<file path="config.mk">
export PLATFORM = sky130hd
export DESIGN_NAME = tsf_top
export DESIGN_NICKNAME = d
export VERILOG_FILES = /design/src/tsf_pkg.sv /design/src/tsf_sample_if.sv /design/src/tsf_top.sv /design/src/tsf_sample_timer.sv /design/src/tsf_pin_filter.sv
export VERILOG_INCLUDE_DIRS = /design/src
export SDC_FILE = /design/constraint.sdc
export NUM_CORES = 1
export LEC_CHECK = 0
export BUFFER_PORTS_ARGS = -buffer_cell sky130_fd_sc_hd__buf_2
export CAP_MARGIN = 5
export CORE_ASPECT_RATIO = 0.5
export CORE_MARGIN = 4
export CORE_UTILIZATION = 51
export CTS_CLUSTER_SIZE = 25
export DETAILED_ROUTE_END_ITERATION = 8
export GPL_ROUTABILITY_DRIVEN = 1
export PLACE_DENSITY = 0.8
export RECOVER_POWER = 25
export SYNTH_ARGS = -nofsm -noshare
export SYNTH_HDL_FRONTEND = slang
export SYNTH_SLANG_ARGS = --single-unit
</file>
<file path="constraint.sdc">
create_clock -name clk -period 2.8 [get_ports clk]
set_input_delay 0.14 -clock clk [delete_from_list [all_inputs] [get_ports clk]]
set_output_delay 0.14 -clock clk [all_outputs]
set_load 0.05 [all_outputs]
</file>
<file path="src/tsf_defines.svh">
// Purpose: Offsets, field positions and reset values of the tamper filter block
// Assumes: Included by bare name; definitions only
// Notes:   Byte offsets on the register port
`ifndef TSF_DEFINES_SVH
`define TSF_DEFINES_SVH

// Register offsets
`define TSF_OFS_CTRL        8'h04
`define TSF_OFS_FILTER_CFG  8'h0c
`define TSF_OFS_IRQ_ENABLE  8'h2c
`define TSF_OFS_EVENT_FLAGS 8'h30
`define TSF_OFS_MASKED_IRQ  8'h34
`define TSF_OFS_FLAG_CLEAR  8'h3c

// Filter configuration fields
`define TSF_PUD_BIT         7
`define TSF_PRCH_LSB        5
`define TSF_FLT_LSB         3
`define TSF_FREQ_LSB        0
`define TSF_CFG_MASK        32'h0000_00ff

// Control fields
`define TSF_LVL_LSB         24
`define TSF_MSK_LSB         16
`define TSF_MODE_LSB        8
`define TSF_CTRL_MASK       32'h0707_0700

// Flag layout: external 2:0, internal 21:18
`define TSF_EXT_LSB         0
`define TSF_INT_LSB         18
`define TSF_FLAG_MASK       32'h003c_0007

// Reset values and timing counts
`define TSF_RST_VAL         32'h0000_0000
`define TSF_PERIOD_MAX_M1   15'h7fff

`endif

</file>
<file path="src/tsf_pkg.sv">
// Purpose: Shared types of the tamper filter block
// Assumes: Nothing imported; users write tsf_pkg::name
// Notes:   Field widths only
`default_nettype none
package tsf_pkg;
  typedef logic [2:0] tsf_ext_type;
  typedef logic [3:0] tsf_int_type;
  typedef logic [1:0] tsf_flt_type;
  typedef logic [2:0] tsf_rate_type;
endpackage
`default_nettype wire

</file>
<file path="src/tsf_sample_if.sv">
// Purpose: Sample timing and shared filter settings between timer, filters and top
// Assumes: One clock domain
// Notes:   Settings are shared by all external inputs
`default_nettype none
interface tsf_sample_if;
  logic                 sample_tick;
  logic                 pullup_on;
  logic                 precharge_disable;
  logic [1:0]           precharge_len;
  tsf_pkg::tsf_flt_type filter_count_sel;
  tsf_pkg::tsf_rate_type sample_rate_sel;
  modport timer (output sample_tick, output pullup_on, input precharge_disable,
                 input precharge_len, input filter_count_sel, input sample_rate_sel);
  modport filt (input sample_tick, input filter_count_sel);
endinterface
`default_nettype wire

</file>
<file path="src/tsf_top.sv">
// Purpose: Tamper input sampling, filtering, detection flags and interrupt
// Assumes: sys_rst is the backup domain reset; slow_tick pulses once per slow clock
// Notes:   Register port with read data one cycle after the read strobe
`include "tsf_defines.svh"
`default_nettype none
module tsf_top (
  input  wire logic                  clk,             // System clock
  input  wire logic                  sys_rst,         // Backup domain reset
  input  wire logic                  slow_tick,       // Slow clock enable
  input  wire logic [7:0]            reg_addr,        // Register byte address
  input  wire logic [31:0]           reg_wdata,       // Write data
  input  wire logic                  reg_wr,          // Write strobe
  input  wire logic                  reg_rd,          // Read strobe
  output logic      [31:0]           reg_rdata,       // Read data
  input  wire tsf_pkg::tsf_ext_type  tamper_pin_x,    // External tamper pins
  input  wire tsf_pkg::tsf_ext_type  ext_active_evt,  // Events of active-mode inputs
  input  wire tsf_pkg::tsf_int_type  int_src_evt,     // Internal source events
  output tsf_pkg::tsf_ext_type       pullup_en,       // Pin pull-up enables
  output logic                       tamper_irq,      // Interrupt level
  output logic                       tamper_trigger,  // Trigger pulse
  output logic                       bkp_erase_req    // Backup erase pulse
);

  // Configuration state
  logic [7:0]            cfg_reg;
  tsf_pkg::tsf_ext_type  level_reg;
  tsf_pkg::tsf_ext_type  mask_reg;
  tsf_pkg::tsf_ext_type  mode_reg;
  tsf_pkg::tsf_ext_type  ext_ie_reg;
  tsf_pkg::tsf_int_type  int_ie_reg;

  // Flags
  tsf_pkg::tsf_ext_type  ext_flag_reg;
  tsf_pkg::tsf_int_type  int_flag_reg;
  tsf_pkg::tsf_ext_type  ext_flag_next;
  tsf_pkg::tsf_int_type  int_flag_next;

  // Event and decode wires
  tsf_pkg::tsf_ext_type  filt_evt;
  tsf_pkg::tsf_ext_type  ext_set;
  tsf_pkg::tsf_ext_type  passive;
  tsf_pkg::tsf_ext_type  ext_clr;
  tsf_pkg::tsf_int_type  int_clr;
  logic                  wr_cfg;
  logic                  wr_ctrl;
  logic                  wr_ier;
  logic                  wr_clr;
  logic                  rd_sr;
  logic [31:0]           flags_word;
  logic [31:0]           ier_word;
  logic [31:0]           rd_mux;

  tsf_sample_if sif ();

  // Address match
  function automatic logic hit(input logic [7:0] a, input logic [7:0] ofs);
    hit = (a == ofs);
  endfunction

  // Register decode
  assign wr_cfg  = reg_wr && hit(reg_addr, `TSF_OFS_FILTER_CFG);
  assign wr_ctrl = reg_wr && hit(reg_addr, `TSF_OFS_CTRL);
  assign wr_ier  = reg_wr && hit(reg_addr, `TSF_OFS_IRQ_ENABLE);
  assign wr_clr  = reg_wr && hit(reg_addr, `TSF_OFS_FLAG_CLEAR);
  assign rd_sr   = reg_rd && hit(reg_addr, `TSF_OFS_EVENT_FLAGS);

  // Mode select 0 is passive
  assign passive = ~mode_reg;

  // Shared settings to timer and filters
  assign sif.precharge_disable = cfg_reg[`TSF_PUD_BIT];
  assign sif.precharge_len     = cfg_reg[`TSF_PRCH_LSB +: 2];
  assign sif.filter_count_sel  = cfg_reg[`TSF_FLT_LSB +: 2];
  assign sif.sample_rate_sel   = cfg_reg[`TSF_FREQ_LSB +: 3];

  // Sample divider and precharge window
  tsf_sample_timer u_timer (
    .clk       (clk),
    .sys_rst   (sys_rst),
    .slow_tick (slow_tick),
    .sif       (sif)
  );

  // One filter per external input
  for (genvar i = 0; i < 3; i++) begin : g_filt
    tsf_pin_filter u_filt (
      .clk       (clk),
      .sys_rst   (sys_rst),
      .pin       (tamper_pin_x[i]),
      .level_sel (level_reg[i]),
      .enable    (passive[i]),
      .sif       (sif),
      .event_out (filt_evt[i])
    );
  end

  // Filter events only from passive inputs
  assign ext_set = (filt_evt & passive) | (ext_active_evt & mode_reg);

  // Filter configuration register
  always_ff @(posedge clk or posedge sys_rst) begin
    if (sys_rst) begin
      cfg_reg <= 8'(`TSF_RST_VAL);
    end else if (wr_cfg) begin
      cfg_reg <= reg_wdata[7:0];
    end
  end

  // Level, mask and mode control register
  always_ff @(posedge clk or posedge sys_rst) begin
    if (sys_rst) begin
      level_reg <= 3'h0;
      mask_reg  <= 3'h0;
      mode_reg  <= 3'h0;
    end else if (wr_ctrl) begin
      level_reg <= reg_wdata[`TSF_LVL_LSB +: 3];
      mask_reg  <= reg_wdata[`TSF_MSK_LSB +: 3];
      mode_reg  <= reg_wdata[`TSF_MODE_LSB +: 3];
    end
  end

  // Interrupt enable register
  always_ff @(posedge clk or posedge sys_rst) begin
    if (sys_rst) begin
      ext_ie_reg <= 3'h0;
      int_ie_reg <= 4'h0;
    end else if (wr_ier) begin
      ext_ie_reg <= reg_wdata[`TSF_EXT_LSB +: 3];
      int_ie_reg <= reg_wdata[`TSF_INT_LSB +: 4];
    end
  end

  // Clears from the clear register or a flag register read
  assign ext_clr = ({3{wr_clr}} & reg_wdata[`TSF_EXT_LSB +: 3])
                 | {3{rd_sr}};
  assign int_clr = ({4{wr_clr}} & reg_wdata[`TSF_INT_LSB +: 4])
                 | {4{rd_sr}};

  // Set wins over clear; masked inputs drop their flag next cycle
  assign ext_flag_next = ext_set
                       | (ext_flag_reg & ~ext_clr & ~mask_reg);
  assign int_flag_next = int_src_evt | (int_flag_reg & ~int_clr);

  // Detection flags
  always_ff @(posedge clk or posedge sys_rst) begin
    if (sys_rst) begin
      ext_flag_reg <= 3'h0;
      int_flag_reg <= 4'h0;
    end else begin
      ext_flag_reg <= ext_flag_next;
      int_flag_reg <= int_flag_next;
    end
  end

  // Interrupt level from masked flags
  always_ff @(posedge clk or posedge sys_rst) begin
    if (sys_rst) begin
      tamper_irq <= 1'b0;
    end else begin
      tamper_irq <= |(ext_flag_reg & ext_ie_reg)
                  | |(int_flag_reg & int_ie_reg);
    end
  end

  // Trigger and backup erase pulses
  always_ff @(posedge clk or posedge sys_rst) begin
    if (sys_rst) begin
      tamper_trigger <= 1'b0;
      bkp_erase_req  <= 1'b0;
    end else begin
      tamper_trigger <= |ext_set | |int_src_evt;
      bkp_erase_req  <= |(ext_set & ~mask_reg) | |int_src_evt;
    end
  end

  // Pull-ups only on passive inputs
  always_ff @(posedge clk or posedge sys_rst) begin
    if (sys_rst) begin
      pullup_en <= 3'h0;
    end else begin
      pullup_en <= {3{sif.pullup_on}} & passive;
    end
  end

  // Word views of flags and enables
  always_comb begin
    flags_word = `TSF_RST_VAL;
    flags_word[`TSF_EXT_LSB +: 3] = ext_flag_reg;
    flags_word[`TSF_INT_LSB +: 4] = int_flag_reg;
    ier_word = `TSF_RST_VAL;
    ier_word[`TSF_EXT_LSB +: 3] = ext_ie_reg;
    ier_word[`TSF_INT_LSB +: 4] = int_ie_reg;
  end

  // Read multiplexer
  always_comb begin
    rd_mux = `TSF_RST_VAL;
    unique case (reg_addr)
      `TSF_OFS_FILTER_CFG: begin
        rd_mux = {24'h000000, cfg_reg};
      end
      `TSF_OFS_CTRL: begin
        rd_mux[`TSF_LVL_LSB +: 3]  = level_reg;
        rd_mux[`TSF_MSK_LSB +: 3]  = mask_reg;
        rd_mux[`TSF_MODE_LSB +: 3] = mode_reg;
      end
      `TSF_OFS_IRQ_ENABLE: begin
        rd_mux = ier_word;
      end
      `TSF_OFS_EVENT_FLAGS: begin
        rd_mux = flags_word;
      end
      `TSF_OFS_MASKED_IRQ: begin
        rd_mux = flags_word & ier_word;
      end
      default: begin
        rd_mux = `TSF_RST_VAL;
      end
    endcase
  end

  // Read data register, zero when no read
  always_ff @(posedge clk or posedge sys_rst) begin
    if (sys_rst) begin
      reg_rdata <= `TSF_RST_VAL;
    end else if (reg_rd) begin
      reg_rdata <= rd_mux;
    end else begin
      reg_rdata <= `TSF_RST_VAL;
    end
  end

endmodule
`default_nettype wire

</file>
<file path="src/tsf_sample_timer.sv">
// Purpose: Sample-rate divider and precharge window on slow clock ticks
// Assumes: slow_tick is a one-cycle pulse per slow_clock cycle
// Notes:   Pull-up window ends on the sample tick itself
`include "tsf_defines.svh"
`default_nettype none
module tsf_sample_timer (
  input  wire logic   clk,        // System clock
  input  wire logic   sys_rst,    // Backup domain reset
  input  wire logic   slow_tick,  // Slow clock enable
  tsf_sample_if.timer sif         // Timing to filters
);
  logic [14:0] div_reg;
  logic [14:0] period_m1;
  logic [14:0] remain;
  logic [3:0]  prch_cycles;

  // Period minus one and cycles left before sample
  assign period_m1   = `TSF_PERIOD_MAX_M1 >> sif.sample_rate_sel;
  assign remain      = (div_reg > period_m1) ? 15'h0000 : period_m1 - div_reg;
  assign prch_cycles = 4'h1 << sif.precharge_len;

  // Divider and sample pulse
  always_ff @(posedge clk or posedge sys_rst) begin
    if (sys_rst) begin
      div_reg         <= 15'h0000;
      sif.sample_tick <= 1'b0;
    end else begin
      sif.sample_tick <= 1'b0;
      if (slow_tick) begin
        if (div_reg >= period_m1) begin
          div_reg         <= 15'h0000;
          sif.sample_tick <= 1'b1;
        end else begin
          div_reg <= div_reg + 15'h0001;
        end
      end
    end
  end

  // Precharge window, none in edge mode or when disabled
  always_ff @(posedge clk or posedge sys_rst) begin
    if (sys_rst) begin
      sif.pullup_on <= 1'b0;
    end else begin
      sif.pullup_on <= !sif.precharge_disable && (sif.filter_count_sel != 2'h0)
                       && (remain < {11'h000, prch_cycles});
    end
  end
endmodule
`default_nettype wire

</file>
<file path="src/tsf_pin_filter.sv">
// Purpose: Edge detect or consecutive-sample filter for one external input
// Assumes: Pin level is synchronous to clk
// Notes:   One event per run of active samples
`default_nettype none
module tsf_pin_filter (
  input  wire logic  clk,        // System clock
  input  wire logic  sys_rst,    // Backup domain reset
  input  wire logic  pin,        // Tamper pin level
  input  wire logic  level_sel,  // Active level select
  input  wire logic  enable,     // Passive mode in use
  tsf_sample_if.filt sif,        // Shared sample timing
  output logic       event_out   // One-cycle detection
);
  logic       active;
  logic       prev_reg;
  logic [3:0] run_reg;

  // Samples needed for an event
  function automatic logic [3:0] need_cnt(input logic [1:0] sel);
    need_cnt = 4'h1 << sel;
  endfunction

  // Edge mode: sel 0 is high; filter mode: sel 0 is low
  assign active = (sif.filter_count_sel == 2'h0) ? (pin ^ level_sel)
                                                 : (pin ~^ level_sel);

  // Sample history and event
  always_ff @(posedge clk or posedge sys_rst) begin
    if (sys_rst) begin
      prev_reg  <= 1'b0;
      run_reg   <= 4'h0;
      event_out <= 1'b0;
    end else begin
      event_out <= 1'b0;
      if (sif.sample_tick && enable) begin
        prev_reg <= active;
        if (sif.filter_count_sel == 2'h0) begin
          event_out <= active && !prev_reg;
          run_reg   <= 4'h0;
        end else if (!active) begin
          run_reg <= 4'h0;
        end else if (run_reg < need_cnt(sif.filter_count_sel)) begin
          run_reg   <= run_reg + 4'h1;
          event_out <= (run_reg == need_cnt(sif.filter_count_sel) - 4'h1);
        end
      end
    end
  end
endmodule
`default_nettype wire

</file>
==> flow_metrics.env <==
export IMPL_status="completed"
export IMPL_yosys_cell_count_top_type="dfrtp_1"
export IMPL_cts_clk_slew_worst_paths_ns=0.07
export IMPL_die_h_um=78.3
export IMPL_ir_drop_v=0.000373
export IMPL_synthTopCellsByArea="dfrtp_1, ha_1, mux2_2, nor2_1, nand2_1"
export IMPL_top_post_synthesis_cells_by_count="dfrtp_1, nor2_1, nand2_1, ha_1, mux2_2"
export IMPL_regToRegStartpoint="cfg_reg[1]"
export IMPL_gp_congestion=0.864
export IMPL_postLayoutCoreUtil=0.614
export IMPL_crit_reg2reg_capture="u_timer.sif.pullup_on"
export IMPL_final_min_period_over_clock_period=0.937
export IMPL_first_global_vias=3786
export IMPL_tritoncts="done"
export IMPL_synth_async_sr_flop_share=1.00
export IMPL_path_class="reg2reg"
export IMPL_netlist_area_um2=5040
export IMPL_largest_register_ff_count=20
export IMPL_dr_total_vias=4090
export IMPL_max_cap_viol_count=0
export IMPL_die_width_um=149
export IMPL_critical_path_required_ns=3.07
export IMPL_fill_cell_instance_count_of_the_final_layout=774
export IMPL_timing_critical_path_max_delay_family="compound AO/OA/AOI/OAI gates"
export IMPL_floorplan_core_area_um2=9540
export IMPL_final_nets=650
export IMPL_hold_path_sink="int_flag_reg[0]"
export IMPL_final_setup_skew_ns=0.0124
export IMPL_grt_first_pass_wirelength_um=18900
export IMPL_antenna_cells_inserted=0
export IMPL_floorplan_initialDensity=0.528
export IMPL_ys_ff_latch=92
export IMPL_power_density_nw_per_um2=617
export IMPL_synth_avg_cell_area_um2=10.3
export IMPL_global_route_usage_total=0.204
export IMPL_worstMarginPinSlew_ns=1.01
export IMPL_clockBufferDepth=2
export IMPL_detailedRoute_firstPassIterationCount=5
export IMPL_fmax_mhz=381
export IMPL_detailedPlacementHpwl_um=8170
export IMPL_rrSetupSlack_ns=0.18
export IMPL_worstRegToRegCells=12
export IMPL_synth_sequential_area_ratio=0.457
export IMPL_p_leak_nw=2.73
export IMPL_design_die_area_um2=11600
export IMPL_timing_critical_path_from_type="flip-flop"
export IMPL_antenna_left=0
export IMPL_htreeDepth=3
export IMPL_drc=0
export IMPL_later_pin_clock_latency_in_the_skew_report_ns=0.35
export IMPL_timing_hold_violations_final=0
export IMPL_critical_path_buf_inv_count=2
export IMPL_layout_cell_area_non_filler_um2=5860
export IMPL_hold_wc_startpoint="int_src_evt[0]"
export IMPL_worst_endpoint_arrival_ns=2.90
export IMPL_grt_max_degree=78
export IMPL_report_final_slew_viol_count=0
export IMPL_row_count=25
export IMPL_detailed_place_area_um2=5520
export IMPL_worst_path_max_delay_cell="dfrtp_2"
export IMPL_layout_area_overhead_vs_synth_pct=16.2
export IMPL_top_level_ports=93
export IMPL_hold_path_class="in2reg"
export IMPL_global_route_overflow_total=0
export IMPL_number_of_antenna_violations_at_the_first_check_in_global_routing=0
export IMPL_crit_chain="a21oi_1 > ha_1 > a21o_1 > a21o_1 > a211oi_2 > buf_4 > buf_4 > nor2_1 > ha_1 > o21ai_1 > o2111ai_1 > a21oi_1"
export IMPL_totalWireLength_um=11600
export IMPL_worstSetupEndpointType="flip-flop"
export IMPL_top_fanout_value_on_the_critical_path=8
export IMPL_wl_per_cell_um=16.3
export IMPL_vias_per_cell=5.77
export IMPL_cts_sinks=92
export IMPL_yosysUniqueCellTypes=67
export IMPL_timing_hold_worst_path_depth=2
export IMPL_yosysTopAreaCellShare=0.457
export IMPL_critical_path_max_stage_delay_ns=0.45
export IMPL_yosysTopAreaCell="dfrtp_1"
export IMPL_clock_tree_root_cell="clkbuf_16"
export IMPL_post_route_cells_drive_above_1_share=0.237
export IMPL_synth_enable_flop_cells=0
export IMPL_synth_main_ff_cell="dfrtp_1"
export IMPL_slew_limit_headroom=0.325
export IMPL_number_of_design_rule_violations_left_by_the_first_detailed_router_iteration=356
export IMPL_numCtsBuffers=9
export IMPL_yosysWarnings=0
export IMPL_postSynthCellCount=488
export IMPL_report_final_setup_viol=0
export IMPL_final_period_demand_of_the_worst_path_ns=2.62
export IMPL_place_port_buffers=68
-- repair_timing --
action / in CTS / in global routing
endpoints found under the hold margin: 18 / 0
resized for setup: 0 / 7
hold buffers: 4 / 0
buffers inserted: 0 / 1
endpoints found under the setup margin: 0 / 1
-- worst max-delay path by stage --
stage | from | endpoint | depth (start not counted)
floorplan | cfg_reg[2] | u_timer.sif.pullup_on | 13
global placement | cfg_reg[1] | u_timer.sif.pullup_on | 11
detailed placement | cfg_reg[1] | u_timer.sif.pullup_on | 11
CTS | cfg_reg[1] | u_timer.sif.pullup_on | 11
global route | cfg_reg[1] | u_timer.sif.pullup_on | 11
finish | cfg_reg[1] | u_timer.sif.pullup_on | 12
-- cells by family (layout without fill, tap and decap cells) --
logic type / Yosys count / after routing / synth area share
buf+inv: 46 / 121 / 0.0474
simple gates: 190 / 190 / 0.208
compound gates: 87 / 87 / 0.129
other cells: 1 / 12 / 0.000744
flops: 92 / 92 / 0.457
xor+xnor: 16 / 16 / 0.0278
mux: 30 / 30 / 0.0660
fa+ha+maj: 26 / 26 / 0.0645
-- power breakdown --
part           leakage [nW]  internal [W]  total [W]  switching [W]
Clock                 0.141      0.000625    0.00119       0.000563
Sequential             1.22       0.00147    0.00165       0.000175
Combinational          1.38      0.000330   0.000782       0.000452
Total                  2.73       0.00243    0.00361        0.00119
-- cell type report --
cell class / count / area, um^2 / area share
clock buffer: 9 / 225 / 0.0385
multi-input combinational: 361 / 2560 / 0.438
sequential: 92 / 2300 / 0.394
timing repair buffer: 81 / 438 / 0.0748
tap: 135 / 169 / 0.0288
inverter: 24 / 91.3 / 0.0156
clock inverter: 7 / 65.1 / 0.0111
-- per-layer routing --
layer,routed length [um],vias to the layer above,track usage
met5,0,-,0
li1,-,1932,-
met2,5270,171,0.329
met4,157,0,0.0424
met1,5160,1969,0.277
met3,981,18,0.0600
-- cell usage in the layout, fill, tap and decap left out, types with 4 or more instances in the layout --
cell type	instances
nor2_1	42
nor2b_1	10
dlygate4sd3_1	4
o21a_1	10
clkbuf_1	8
o211ai_1	4
and3_1	13
clkbuf_16	9
a31o_2	7
nand3_1	17
nand4b_1	7
o22ai_1	4
nor3_1	15
buf_4	8
nand2b_1	10
dfrtp_1	90
nand4_1	10
xor2_1	4
a222oi_1	4
nand2_1	32
inv_1	23
mux2i_1	4
conb_1	12
o21ai_0	10
ha_1	26
o311ai_0	4
a21oi_1	10
xnor2_1	12
a21o_1	4
mux2_2	26
buf_2	60
-- metrics by stage --
stage	setup slack [ns]	power (W)	setup TNS, ns	instances	hold WS [ns]
finish	0.175	0.00361	0	709	0.00851
global route	-0.00234	0.00382	-0.00234	709	0.0120
global placement	0.175	0.00235	0	688	0.0948
floorplan	0.0890	0.00218	0	499	0.245
detailed placement	0.108	0.00238	0	688	0.0986
CTS	0.0709	0.00358	0	708	0.000543
No activity file was read; power rests on OpenSTA's default activity.
